`config.mk`:
```
export PLATFORM = sky130hd
export DESIGN_NAME = adslu_issue_end_flat
export DESIGN_NICKNAME = d
export VERILOG_FILES = /design/src/logic/adslu_pkg.sv /design/src/logic/adslu_if.sv /design/src/logic/adslu_issue_end.sv /design/src/flat_wrapper.sv
export SDC_FILE = /design/constraint.sdc
export NUM_CORES = 1
export LEC_CHECK = 0
export ABC_AREA = 1
export ABC_CLOCK_PERIOD_IN_PS = 4600
export BUFFER_PORTS_ARGS = -buffer_cell sky130_fd_sc_hd__buf_4
export CAP_MARGIN = 25
export CELL_PAD_IN_SITES_DETAIL_PLACEMENT = 0
export CELL_PAD_IN_SITES_GLOBAL_PLACEMENT = 2
export CORE_MARGIN = 2
export CORE_UTILIZATION = 37
export DETAILED_ROUTE_END_ITERATION = 8
export PLACE_DENSITY_LB_ADDON = 0.15
export SLEW_MARGIN = 25
export SYNTH_ARGS = -nofsm -noshare
export SYNTH_HDL_FRONTEND = slang
export SYNTH_SLANG_ARGS = --single-unit
```
`constraint.sdc`:
```
create_clock -name core_clk -period 4.6 [get_ports core_clk]
set_input_delay 0.92 -clock core_clk [delete_from_list [all_inputs] [get_ports core_clk]]
set_output_delay 0.92 -clock core_clk [all_outputs]
set_load 0.01 [all_outputs]
```
`src/logic/adslu_pkg.sv`:
```
`default_nettype none

package adslu_pkg;

  // ==========================================================================
  // Operation select
  typedef enum logic [3:0] {
    ADSLU_OP_PLAIN_SUM,
    ADSLU_OP_FLAG_SUM,
    ADSLU_OP_SUM_WITH_CARRY_IN,
    ADSLU_OP_PLAIN_DIFFERENCE,
    ADSLU_OP_FLAG_SETTING_DIFFERENCE,
    ADSLU_OP_DIFFERENCE_WITH_BORROW,
    ADSLU_OP_NEGATE_FROM_ZERO,
    ADSLU_OP_BITWISE_CONJUNCTION,
    ADSLU_OP_BITWISE_INCLUSIVE_UNION,
    ADSLU_OP_BITWISE_EXCLUSIVE_UNION,
    ADSLU_OP_MASKED_CLEAR
  } adslu_op_type;

  // ==========================================================================
  // Widths and register indices
  localparam int unsigned DATA_W   = 32;
  localparam int unsigned IDX_W    = 4;
  localparam int unsigned NUM_REGS = 16;
  localparam int unsigned ADDR_W   = 8;
  localparam logic [IDX_W-1:0] LOW_REG_LIMIT = 4'h8;
  localparam logic [IDX_W-1:0] STACK_POINTER_IDX   = 4'hD;
  localparam logic [IDX_W-1:0] PROGRAM_COUNTER_IDX = 4'hF;

  // ==========================================================================
  // Flag layout
  localparam int unsigned FLAG_N = 3;
  localparam int unsigned FLAG_Z = 2;
  localparam int unsigned FLAG_C = 1;
  localparam int unsigned FLAG_V = 0;
  localparam logic [3:0] FLAGS_RST = 4'h0;

  // ==========================================================================
  // Literal limits
  localparam logic [DATA_W-1:0] LIT_MAX_SMALL = 32'h0000_0007;
  localparam logic [DATA_W-1:0] LIT_MAX_BYTE  = 32'h0000_00FF;
  localparam logic [DATA_W-1:0] LIT_MAX_PTR   = 32'h0000_03FC;
  localparam logic [DATA_W-1:0] LIT_MAX_SP    = 32'h0000_01FC;
  localparam logic [1:0]        LIT_ALIGN_0   = 2'h0;

  // ==========================================================================
  // Controller register map (byte addresses)
  localparam logic [ADDR_W-1:0] REG_CMD      = 8'h00;
  localparam logic [ADDR_W-1:0] REG_LIT      = 8'h04;
  localparam logic [ADDR_W-1:0] REG_STATUS   = 8'h08;
  localparam logic [ADDR_W-1:0] REG_GPR_BASE = 8'h40;
  localparam logic [ADDR_W-1:0] REG_GPR_MASK = 8'hC3;

  // Command word fields
  localparam int unsigned CMD_OP_LSB    = 0;
  localparam int unsigned CMD_DST_LSB   = 4;
  localparam int unsigned CMD_SRC1_LSB  = 8;
  localparam int unsigned CMD_SRC2_LSB  = 12;
  localparam int unsigned CMD_DST_GIVEN = 16;
  localparam int unsigned CMD_USE_LIT   = 17;

  // Status word fields
  localparam int unsigned STAT_BUSY      = 0;
  localparam int unsigned STAT_REFUSED   = 1;
  localparam int unsigned STAT_FLAGS_LSB = 4;

endpackage : adslu_pkg

`default_nettype wire

```
`src/logic/adslu_if.sv`:
```
`default_nettype none

interface adslu_if;
  import adslu_pkg::*;

  logic               req;
  adslu_op_type       op;
  logic [IDX_W-1:0]   dst_idx;
  logic               dst_given;
  logic [IDX_W-1:0]   src1_idx;
  logic [DATA_W-1:0]  src1_val;
  logic [DATA_W-1:0]  src2_val;
  logic [DATA_W-1:0]  lit_val;
  logic               use_lit;
  logic               res_valid;
  logic [IDX_W-1:0]   res_idx;
  logic [DATA_W-1:0]  res_val;
  logic [3:0]         flags;

  modport alu_end (
    input  req, op, dst_idx, dst_given, src1_idx, src1_val, src2_val,
    input  lit_val, use_lit,
    output res_valid, res_idx, res_val, flags
  );

  modport issue_end (
    output req, op, dst_idx, dst_given, src1_idx, src1_val, src2_val,
    output lit_val, use_lit,
    input  res_valid, res_idx, res_val, flags
  );

endinterface : adslu_if

`default_nettype wire

```
`src/logic/adslu_issue_end.sv`:
```
`default_nettype none

module adslu_issue_end
  import adslu_pkg::*;
(
  input  wire logic               core_clk,
  input  wire logic               nrst,
  adslu_if.issue_end              link,
  input  wire logic [ADDR_W-1:0]  avs_address,
  input  wire logic               avs_read,
  input  wire logic               avs_write,
  input  wire logic [DATA_W-1:0]  avs_writedata,
  output logic [DATA_W-1:0]       avs_readdata,
  output logic                    avs_waitrequest
);

  // ==========================================================================
  // Operand legality
  function automatic logic is_low(input logic [IDX_W-1:0] r);
    return r < LOW_REG_LIMIT;
  endfunction : is_low

  function automatic logic cmd_legal(
    input adslu_op_type      op,
    input logic [IDX_W-1:0]  d,
    input logic [IDX_W-1:0]  s1,
    input logic [IDX_W-1:0]  s2,
    input logic              lit_en,
    input logic [DATA_W-1:0] lit
  );
    logic all_low;
    logic ok;
    all_low = is_low(d) && is_low(s1) && is_low(s2);
    ok      = 1'b0;
    unique case (op)
      ADSLU_OP_SUM_WITH_CARRY_IN, ADSLU_OP_DIFFERENCE_WITH_BORROW:
        ok = !lit_en && all_low && (d == s1);
      ADSLU_OP_NEGATE_FROM_ZERO:
        ok = !lit_en && is_low(d) && is_low(s1);
      ADSLU_OP_FLAG_SUM, ADSLU_OP_FLAG_SETTING_DIFFERENCE:
        ok = lit_en ? (is_low(d) && is_low(s1) &&
                       ((lit <= LIT_MAX_SMALL) ||
                        ((lit <= LIT_MAX_BYTE) && (d == s1))))
                    : all_low;
      ADSLU_OP_PLAIN_SUM:
        if (!lit_en) begin
          ok = (d == s1) && !((s1 == PROGRAM_COUNTER_IDX) &&
                              (s2 == PROGRAM_COUNTER_IDX));
        end else begin
          ok = (lit[1:0] == LIT_ALIGN_0) &&
               ((is_low(d) && ((s1 == STACK_POINTER_IDX) ||
                               (s1 == PROGRAM_COUNTER_IDX)) &&
                 (lit <= LIT_MAX_PTR)) ||
                ((d == STACK_POINTER_IDX) && (s1 == STACK_POINTER_IDX) &&
                 (lit <= LIT_MAX_SP)));
        end
      ADSLU_OP_PLAIN_DIFFERENCE:
        ok = lit_en && (lit[1:0] == LIT_ALIGN_0) &&
             (d == STACK_POINTER_IDX) && (s1 == STACK_POINTER_IDX) &&
             (lit <= LIT_MAX_SP);
      ADSLU_OP_BITWISE_CONJUNCTION, ADSLU_OP_BITWISE_INCLUSIVE_UNION,
      ADSLU_OP_BITWISE_EXCLUSIVE_UNION, ADSLU_OP_MASKED_CLEAR:
        ok = !lit_en && all_low && (d == s1);
      default:
        ok = 1'b0;
    endcase
    return ok;
  endfunction : cmd_legal

  // ==========================================================================
  // State
  logic [DATA_W-1:0] gpr_q [NUM_REGS];
  logic [DATA_W-1:0] lit_q;
  logic [DATA_W-1:0] cmd_q;
  logic              busy_q;
  logic              refused_q;
  logic              wait_q;
  logic [DATA_W-1:0] rdata_q;
  logic              req_q;
  adslu_op_type      op_q;
  logic [IDX_W-1:0]  dst_q;
  logic              dst_given_q;
  logic [IDX_W-1:0]  src1_q;
  logic [DATA_W-1:0] src1_val_q;
  logic [DATA_W-1:0] src2_val_q;
  logic [DATA_W-1:0] lit_val_q;
  logic              use_lit_q;

  // ==========================================================================
  // Bus decode; a request is held off while an operation is in flight
  wire logic             bus_req   = avs_read || avs_write;
  wire logic             accept    = bus_req && wait_q && !busy_q;
  wire logic             done      = bus_req && !wait_q;
  wire logic             wr_done   = done && avs_write;
  wire logic             hit_cmd   = (avs_address == REG_CMD);
  wire logic             hit_lit   = (avs_address == REG_LIT);
  wire logic             hit_stat  = (avs_address == REG_STATUS);
  wire logic             hit_gpr   =
    ((avs_address & REG_GPR_MASK) == REG_GPR_BASE);
  wire logic [IDX_W-1:0] gpr_sel   = avs_address[IDX_W+1:2];

  // Command fields
  wire adslu_op_type     c_op      =
    adslu_op_type'(avs_writedata[CMD_OP_LSB +: 4]);
  wire logic [IDX_W-1:0] c_dst     = avs_writedata[CMD_DST_LSB +: IDX_W];
  wire logic [IDX_W-1:0] c_src1    = avs_writedata[CMD_SRC1_LSB +: IDX_W];
  wire logic [IDX_W-1:0] c_src2    = avs_writedata[CMD_SRC2_LSB +: IDX_W];
  wire logic             c_dgiven  = avs_writedata[CMD_DST_GIVEN];
  wire logic             c_uselit  = avs_writedata[CMD_USE_LIT];
  // Legality is judged on the destination actually written
  wire logic [IDX_W-1:0] c_eff_dst = c_dgiven ? c_dst : c_src1;
  wire logic             issue     = wr_done && hit_cmd;
  wire logic             c_ok      =
    cmd_legal(c_op, c_eff_dst, c_src1, c_src2, c_uselit, lit_q);

  wire logic [DATA_W-1:0] stat_word =
    {{(DATA_W-8){1'b0}}, link.flags, 2'h0, refused_q, busy_q};

  wire logic [DATA_W-1:0] rdata_d  =
    hit_cmd  ? cmd_q :
    hit_lit  ? lit_q :
    hit_stat ? stat_word :
    hit_gpr  ? gpr_q[gpr_sel] : '0;

  // ==========================================================================
  // Bus slave
  always_ff @(posedge core_clk) begin
    if (!nrst) begin
      wait_q  <= 1'b1;
      rdata_q <= '0;
      lit_q   <= '0;
      cmd_q   <= '0;
    end else begin
      wait_q  <= !accept;
      rdata_q <= accept ? rdata_d : '0;
      if (wr_done && hit_lit) begin
        lit_q <= avs_writedata;
      end
      if (issue) begin
        cmd_q <= avs_writedata;
      end
    end
  end

  // ==========================================================================
  // Issue and write-back
  always_ff @(posedge core_clk) begin
    if (!nrst) begin
      busy_q      <= 1'b0;
      refused_q   <= 1'b0;
      req_q       <= 1'b0;
      op_q        <= ADSLU_OP_PLAIN_SUM;
      dst_q       <= '0;
      dst_given_q <= 1'b0;
      src1_q      <= '0;
      src1_val_q  <= '0;
      src2_val_q  <= '0;
      lit_val_q   <= '0;
      use_lit_q   <= 1'b0;
      for (int i = 0; i < NUM_REGS; i++) begin
        gpr_q[i] <= '0;
      end
    end else begin
      req_q <= issue && c_ok;
      if (issue) begin
        refused_q <= !c_ok;
      end
      if (issue && c_ok) begin
        busy_q      <= 1'b1;
        op_q        <= c_op;
        dst_q       <= c_dst;
        dst_given_q <= c_dgiven;
        src1_q      <= c_src1;
        src1_val_q  <= gpr_q[c_src1];
        src2_val_q  <= gpr_q[c_src2];
        lit_val_q   <= lit_q;
        use_lit_q   <= c_uselit;
      end
      if (link.res_valid) begin
        busy_q                <= 1'b0;
        gpr_q[link.res_idx]   <= link.res_val;
      end else if (wr_done && hit_gpr) begin
        gpr_q[gpr_sel]        <= avs_writedata;
      end
    end
  end

  // ==========================================================================
  // Outputs
  assign link.req        = req_q;
  assign link.op         = op_q;
  assign link.dst_idx    = dst_q;
  assign link.dst_given  = dst_given_q;
  assign link.src1_idx   = src1_q;
  assign link.src1_val   = src1_val_q;
  assign link.src2_val   = src2_val_q;
  assign link.lit_val    = lit_val_q;
  assign link.use_lit    = use_lit_q;
  assign avs_readdata    = rdata_q;
  assign avs_waitrequest = wait_q;

endmodule : adslu_issue_end

`default_nettype wire

```
`src/flat_wrapper.sv`:
```
// flat-port wrapper written by rule: the top's interface ports become plain ports
module adslu_issue_end_flat import adslu_pkg::*;
  (core_clk, nrst, avs_address, avs_read, avs_write, avs_writedata, avs_readdata, avs_waitrequest, link_req, link_op, link_dst_idx, link_dst_given, link_src1_idx, link_src1_val, link_src2_val, link_lit_val, link_use_lit, link_res_valid, link_res_idx, link_res_val, link_flags);
  adslu_if link_i ();
  input  wire logic core_clk;
  input  wire logic nrst;
  input  wire logic [ADDR_W-1:0] avs_address;
  input  wire logic avs_read;
  input  wire logic avs_write;
  input  wire logic [DATA_W-1:0] avs_writedata;
  output logic [DATA_W-1:0] avs_readdata;
  output logic avs_waitrequest;
  output wire logic [$bits(link_i.req)-1:0] link_req;
  output wire logic [$bits(link_i.op)-1:0] link_op;
  output wire logic [$bits(link_i.dst_idx)-1:0] link_dst_idx;
  output wire logic [$bits(link_i.dst_given)-1:0] link_dst_given;
  output wire logic [$bits(link_i.src1_idx)-1:0] link_src1_idx;
  output wire logic [$bits(link_i.src1_val)-1:0] link_src1_val;
  output wire logic [$bits(link_i.src2_val)-1:0] link_src2_val;
  output wire logic [$bits(link_i.lit_val)-1:0] link_lit_val;
  output wire logic [$bits(link_i.use_lit)-1:0] link_use_lit;
  input wire logic [$bits(link_i.res_valid)-1:0] link_res_valid;
  input wire logic [$bits(link_i.res_idx)-1:0] link_res_idx;
  input wire logic [$bits(link_i.res_val)-1:0] link_res_val;
  input wire logic [$bits(link_i.flags)-1:0] link_flags;
  assign link_req = link_i.req;
  assign link_op = link_i.op;
  assign link_dst_idx = link_i.dst_idx;
  assign link_dst_given = link_i.dst_given;
  assign link_src1_idx = link_i.src1_idx;
  assign link_src1_val = link_i.src1_val;
  assign link_src2_val = link_i.src2_val;
  assign link_lit_val = link_i.lit_val;
  assign link_use_lit = link_i.use_lit;
  assign link_i.res_valid = link_res_valid;
  assign link_i.res_idx = link_res_idx;
  assign link_i.res_val = link_res_val;
  assign link_i.flags = link_flags;
  adslu_issue_end u_core (.core_clk(core_clk), .nrst(nrst), .link(link_i), .avs_address(avs_address), .avs_read(avs_read), .avs_write(avs_write), .avs_writedata(avs_writedata), .avs_readdata(avs_readdata), .avs_waitrequest(avs_waitrequest));
endmodule
```
==> results of run 1 <==
[state kept, by name, summed over array words and instances, names as in the netlist]
signal / cells
u_core.gpr_q: 512
u_core.avs_readdata: 32
u_core.cmd_q: 32
u_core.link.lit_val: 32
u_core.link.src1_val: 32
u_core.link.src2_val: 32
u_core.lit_q: 32
u_core.link.dst_idx: 4
u_core.link.op: 4
u_core.link.src1_idx: 4
u_core.avs_waitrequest: 1
u_core.busy_q: 1
u_core.link.dst_given: 1
u_core.link.req: 1
u_core.link.use_lit: 1
u_core.refused_q: 1
[cell type report]
class / instances / share of cell area
Tap cell: 1403 / 0.0384
Clock inverter: 46 / 0.00739
Sequential cell: 722 / 0.428
Timing Repair Buffer: 386 / 0.0721
Multi-Input combinational cell: 3519 / 0.376
Inverter: 292 / 0.0240
Clock buffer: 116 / 0.0542
[per-stage QoR]
stage / hold WS, ps / cells / power, uW
final: 466 / 6484 / 16200
after global routing: 482 / 6484 / 16700
after global placement: 455 / 6322 / 9360
after floorplan: 455 / 5013 / 8390
after CTS: 456 / 6484 / 16300
after detailed placement: 458 / 6322 / 9360
[tightest hold or removal path: cells and delay by family (launching register included)]
kind             cells  cell delay, ps
DFF                  1             310
and+or+nand+nor      2             110
[worst paths after layout]
| kind | startpoint | to | slack (ps) | depth (start not counted) |
|---|---|---|---|---|
| max | avs_address[1] | u_core.gpr_q[7][28] | 1510 | 10 |
| min | u_core.link.src2_val[18] | u_core.link.src2_val[18] | 470 | 2 |
| max reg2reg | u_core.avs_waitrequest | u_core.gpr_q[7][28] | 1750 | 7 |
| min reg2reg | u_core.link.src2_val[18] | u_core.link.src2_val[18] | 470 | 2 |
[routing by layer]
layer	vias to the layer above	track usage
met5	-	0
met4	0	0.171
met3	381	0.0467
met2	2071	0.530
met1	18800	0.464
li1	17600	-
[kinds of logic after synthesis]
family / synth area share
buffers and inverters: 0.0771
DFF: 0.493
adders and majority gates: 0.000315
muxes: 0.00757
AOI/OAI and AO/OA: 0.221
and+or+nand+nor: 0.200
[where the power goes]
group	internal (uW)	total [uW]	leakage, uW	switching [uW]
sequential	7100	7180	0.00719	81.8
combinational	521	2090	0.00963	1570
clock	3960	6960	0.00137	3000
total	11600	16200	0.0182	4650
[cell usage in the layout (no fill, tap or decap), drive strengths merged, types with 4 or more instances in the layout]
cell      instances
nand4           131
o21ai           780
a31oi            18
o221ai           40
clkbuf          118
nand2           625
clkinv           37
nand3           372
inv             293
edfxtp          512
dfxtp           210
nor3              8
o211ai          188
buf             384
o22ai            41
nand3b            4
nor2            743
a21oi           528
mux2i            30
clkinvlp          5
==> qor.yml, run 1 <==
crit_type: "in2reg"
fin_worst_skew_ps: 23.9
ir_worst_vdd_uv: 267
post-route-min-period_ps: 3090
syn_area_per_cell_um2: 7.92
initial_core_util: 0.372
design.final.nets: 5096
power_density_nw_per_um2: 355
synth_area_leaders: "sky130_fd_sc_hd__edfxtp_1 39%, sky130_fd_sc_hd__dfxtp_1 11%, sky130_fd_sc_hd__o21ai_0 9.8%, sky130_fd_sc_hd__nor2_1 7.0%, sky130_fd_sc_hd__a21oi_1 6.5%"
placement_stage_cell_area_um2: 42900
maxUsedRoutingLayer: "met4"
die-area_um2: 110000
cts_tree: "built"
worstPathMaxFanout: 32
hold_path.class: "reg2reg"
postSynthNetCount: 5099
fp.coreArea_um2: 107000
fin_max_slew_vios: 0
multi_input_area_um2: 17200
synth_area_leader_cell: "sky130_fd_sc_hd__edfxtp_1"
routed_via_density: 5.99
endpoint_kind: "flip-flop"
post-route-period-util: 0.671
ys_top_cells_by_count: "776 x sky130_fd_sc_hd__o21ai_0, 737 x sky130_fd_sc_hd__nor2_1, 625 x sky130_fd_sc_hd__nand2_1"
ctsHtreeMaxLevel: 3
synth_async_reset_ratio: 0
grt_pass1_wl_mm: 271
floorplan.die.height_um: 332
cp.required_ps: 4990
cts_made_buffers: 89
area_delta_synth_final_pct: 15.3
cts_hold_repair.buffers: 0
drive_above_1_share: 0.114
worst_slew_margin_rel: 0.321
finalWirelength_mm: 192
drc_errors: 0
ctsRootBufferMaster: "sky130_fd_sc_hd__clkbuf_16"
clock_latency_ps: 690
wl_met1_mm: 80.0
drt-wirelength-per-cell_um: 29.7
cells_after_synthesis: 5013
routed-wl-met3_mm: 16.0
global_route.overflow_total: 0
path_cells: "buf_4, nor2_1, nand2_1, nor2_4, nand4_4, o21ai_1, inv_2, nand4_1, buf_4, nor2_1"
regArea_um2: 19600
synth_sequential_area_ratio: 0.493
clkSinkCount: 722
detailedPlacementHpwl_mm: 116
n_antenna_cell: 0
cp_num_buf_inv: 3
synth_warn: 0
outcome: "complete, no violations"
timing_hold_violations_final: 0
drt_pre_antenna_iters: 6
post-cts-setup-buffers: 0
dp_worst_setup_slack_ps: 857
drv.max_cap_violation_count: 0
route.antenna.remaining_nets: 0
io_buffer_count: 228
least_margin_pin_slew_ps: 1020
yosys.cell_count.top_type: "sky130_fd_sc_hd__o21ai_0"
worstSetupStartpointType: "input port"
synth_area_um2: 39700
groute.usage.overall: 0.340
synth_edf_count: 512
rows: 120
synth-seq-cells: 722
arrival_time_at_the_worst_endpoint_ps: 3480
detailed_route_wirelength_on_metal2_mm: 85.7
setup_tns_ps: 0
grt_antenna_before_repair: 5
first_iter_violations: 4831
critPathSlowestCell: "sky130_fd_sc_hd__o21ai_1"
gp_congestion: 0.885
final_area_um2: 45700
fmax_mhz: 324
post-route-util: 0.428
via_count_of_the_first_global_routing_pass: 35900
fin_ws_ps: 1510
pin_count: 229
unrepaired_setup_endpoints_after_global_routing: "no"
final-setup-viol-count: 0
netlist-cell-type-count: 38
critPathTopFamily: "buffers and inverters"
leakage_power_total_uw: 0.0182
highest_cell_delay_on_the_worst_timing_path_ps: 690
post-synth-top-area-fraction: 0.387
clock_path_buffers: 3
number_of_fillers_in_the_final_layout: 10800
cts_resized: 0
number_of_vias_after_detailed_routing: 38800
die_x_um: 332
cts.reportedPaths.clkPinSlew_ps: 60
ys.flop_type: "sky130_fd_sc_hd__edfxtp_1"
largest_net_degree_at_the_start_of_global_routing: 213
Note: power is estimated with default switching activity, not from simulation.
==> run 2: changes to the inputs <==
Settings changed: ABC_CLOCK_PERIOD_IN_PS 4600 to 3000.
Clock period 4.6 ns to 3 ns, I/O delays scaled along.
==> qor.yml, run 2 (synthesis gave the netlist of run 1 again) <==
outcome: "complete, no violations"
least_margin_pin_slew_ps: 907  # -112 ps
endpoint: "u_core.link.lit_val[14]"
endpoint_kind: "flip-flop"
post-cts-setup-buffers: 0  # unchanged
leakage_power_total_uw: 0.0190  # +4.3%
cts_resized: 0  # unchanged
fp.coreArea_um2: 107000  # unchanged
clock_path_buffers: 3  # unchanged
n_antenna_cell: 0  # unchanged
first_iter_violations: 4946  # +2.4%
via_count_of_the_first_global_routing_pass: 36300  # +1.2%
mostFrequentLayoutCells: "776 x sky130_fd_sc_hd__o21ai_0, 734 x sky130_fd_sc_hd__nor2_1, 604 x sky130_fd_sc_hd__nand2_1"
routed_via_density: 5.98  # -0.16%
ctsRootBufferMaster: "sky130_fd_sc_hd__clkbuf_16"
grt_antenna_before_repair: 7  # +2
final_area_um2: 47300  # +3.4%
ctsHtreeMaxLevel: 3  # unchanged
fmax_mhz: 409
setup_tns_ps: 0  # unchanged
die-area_um2: 110000  # unchanged
die_x_um: 332  # unchanged
post-route-min-period_ps: 2450
largest_net_degree_at_the_start_of_global_routing: 130  # -39%
clkSinkCount: 722  # unchanged
fin_ws_ps: 554  # -959 ps
total_power_uw: 25100  # +54%
groute.usage.overall: 0.340  # -0.000454
cts_tree: "built"
initial_core_util: 0.372  # unchanged
arrival_time_at_the_worst_endpoint_ps: 3070  # -410 ps
rows: 120  # unchanged
drt-wirelength-per-cell_um: 29.1  # -1.8%
placement_stage_cell_area_um2: 44500  # +3.7%
number_of_vias_after_detailed_routing: 39400  # +1.5%
design.final.nets: 5206  # +2.2%
drt_pre_antenna_iters: 8  # +2
post-route-period-util: 0.815
floorplan.die.height_um: 332  # unchanged
io_buffer_count: 228  # unchanged
clock_latency_ps: 690  # about the same
route.antenna.remaining_nets: 0  # unchanged
global_route.overflow_total: 0  # unchanged
power_density_nw_per_um2: 530  # +49%
drive_above_1_share: 0.132  # +0.0183
cts_hold_repair.buffers: 0  # unchanged
top_register: "u_core.gpr_q"
number_of_fillers_in_the_final_layout: 10600  # -1.8%
layout_commonest_cell: "sky130_fd_sc_hd__o21ai_0"
worstPathMaxFanout: 72  # +130%
pin_count: 229  # unchanged
finalWirelength_mm: 192  # -0.22%
gp_congestion: 0.900  # +1.7%
timing_hold_violations_final: 0  # unchanged
ir_worst_vdd_uv: 394  # +48%
rrSetupSlack_ps: 550  # -1200 ps
unrepaired_setup_endpoints_after_global_routing: "no"
cts_made_buffers: 87  # -2.2%
area_delta_synth_final_pct: 19.1
largest_register_ff_count: 512  # unchanged
worstSetupStartpointType: "flip-flop"
worst_slew_margin_rel: 0.395  # +0.0745
drc_errors: 0  # unchanged
detailedPlacementHpwl_mm: 122  # +5.0%
hold_path.class: "in2reg"
cp.required_ps: 3620  # -1370 ps
regToRegStartpoint: "u_core.lit_q[26]"
dp_worst_setup_slack_ps: 63.7  # -793 ps
crit-reg2reg-capture: "u_core.link.lit_val[14]"
crit_type: "reg2reg"
fin_max_slew_vios: 0  # unchanged
cts.reportedPaths.clkPinSlew_ps: 60  # about the same
grt_pass1_wl_mm: 272  # +0.31%
crit_path_start: "u_core.lit_q[26]"
drv.max_cap_violation_count: 0  # unchanged
fin_worst_skew_ps: 27.7  # +3.80 ps
final-setup-viol-count: 0  # unchanged
r2r_depth: 13  # +6
[run 2: changes by cell type in the layout (fill, tap and decap cells not counted), moves of 2 or more]
cell	delta
sky130_fd_sc_hd__clkinv_2	-3
sky130_fd_sc_hd__a21oi_2	+3
sky130_fd_sc_hd__bufinv_16	+3
sky130_fd_sc_hd__clkbuf_1	+2
sky130_fd_sc_hd__clkbuf_16	-6
sky130_fd_sc_hd__buf_12	+61
sky130_fd_sc_hd__buf_4	+51
sky130_fd_sc_hd__clkinv_1	-2
sky130_fd_sc_hd__a21oi_4	-3
[run 2: final cells by class]
cell class / instances / area (um^2) / area share
flip-flops and latches: 722 / 19600 / 0.414
multi-input cells: 3519 / 17200 / 0.363
repair buffers: 498 / 4900 / 0.104
clock buffers: 112 / 2340 / 0.0495
well taps: 1403 / 1760 / 0.0371
inverters: 292 / 1100 / 0.0232
clock inverters: 45 / 430 / 0.00910
[run 2: metal layers]
layer,global-route usage,wire (um),vias to the layer above,share of wire
li1,-,-,17800,-
met1,0.471,81400,19200,0.42
met2,0.520,84800,1985,0.44
met3,0.0492,15600,361,0.081
met4,0.168,10000,10,0.052
met5,0,63,-,0.00033
[run 2: where the power goes]
group	switching (uW)	total, uW	internal (uW)
Sequential	137	11000	10900
Combinational	2480	3470	996
Clock	4540	10600	6040
[run 2: critical path, stage by stage, from the launching register on]
cell	delay [ps]
sky130_fd_sc_hd__dfxtp_1	350
sky130_fd_sc_hd__nor2_1	240
sky130_fd_sc_hd__and2_1	180
sky130_fd_sc_hd__nand2_1	190
sky130_fd_sc_hd__nor2_1	270
sky130_fd_sc_hd__nand2_1	80
sky130_fd_sc_hd__nand2_1	70
sky130_fd_sc_hd__nand2_1	70
sky130_fd_sc_hd__nand2_1	60
sky130_fd_sc_hd__nand2_1	80
sky130_fd_sc_hd__nand2_4	130
sky130_fd_sc_hd__buf_12	300
sky130_fd_sc_hd__nand4_1	180
sky130_fd_sc_hd__nand2_1	120
[run 2: how the worst min path moves through the flow]
| stage | slack [ps] | depth (start not counted) | end | start |
|---|---|---|---|---|
| floorplan | 460 | 2 | u_core.refused_q | u_core.refused_q |
| global placement | 460 | 2 | u_core.link.op[0] | u_core.link.op[0] |
| detailed placement | 460 | 2 | u_core.link.lit_val[21] | u_core.link.lit_val[21] |
| CTS | 130 | 3 | u_core.cmd_q[23] | avs_writedata[23] |
| global route | 160 | 3 | u_core.cmd_q[31] | avs_writedata[31] |
| finish | 170 | 3 | u_core.cmd_q[23] | avs_writedata[23] |
[run 2: metrics by stage]
stage,utilization,hold slack (ps),std cells
global placement,0.417,457,6434
CTS,0.443,133,6591
detailed placement,0.417,460,6434
global route,0.443,164,6591
finish,0.443,168,6591
floorplan,-,455,5013
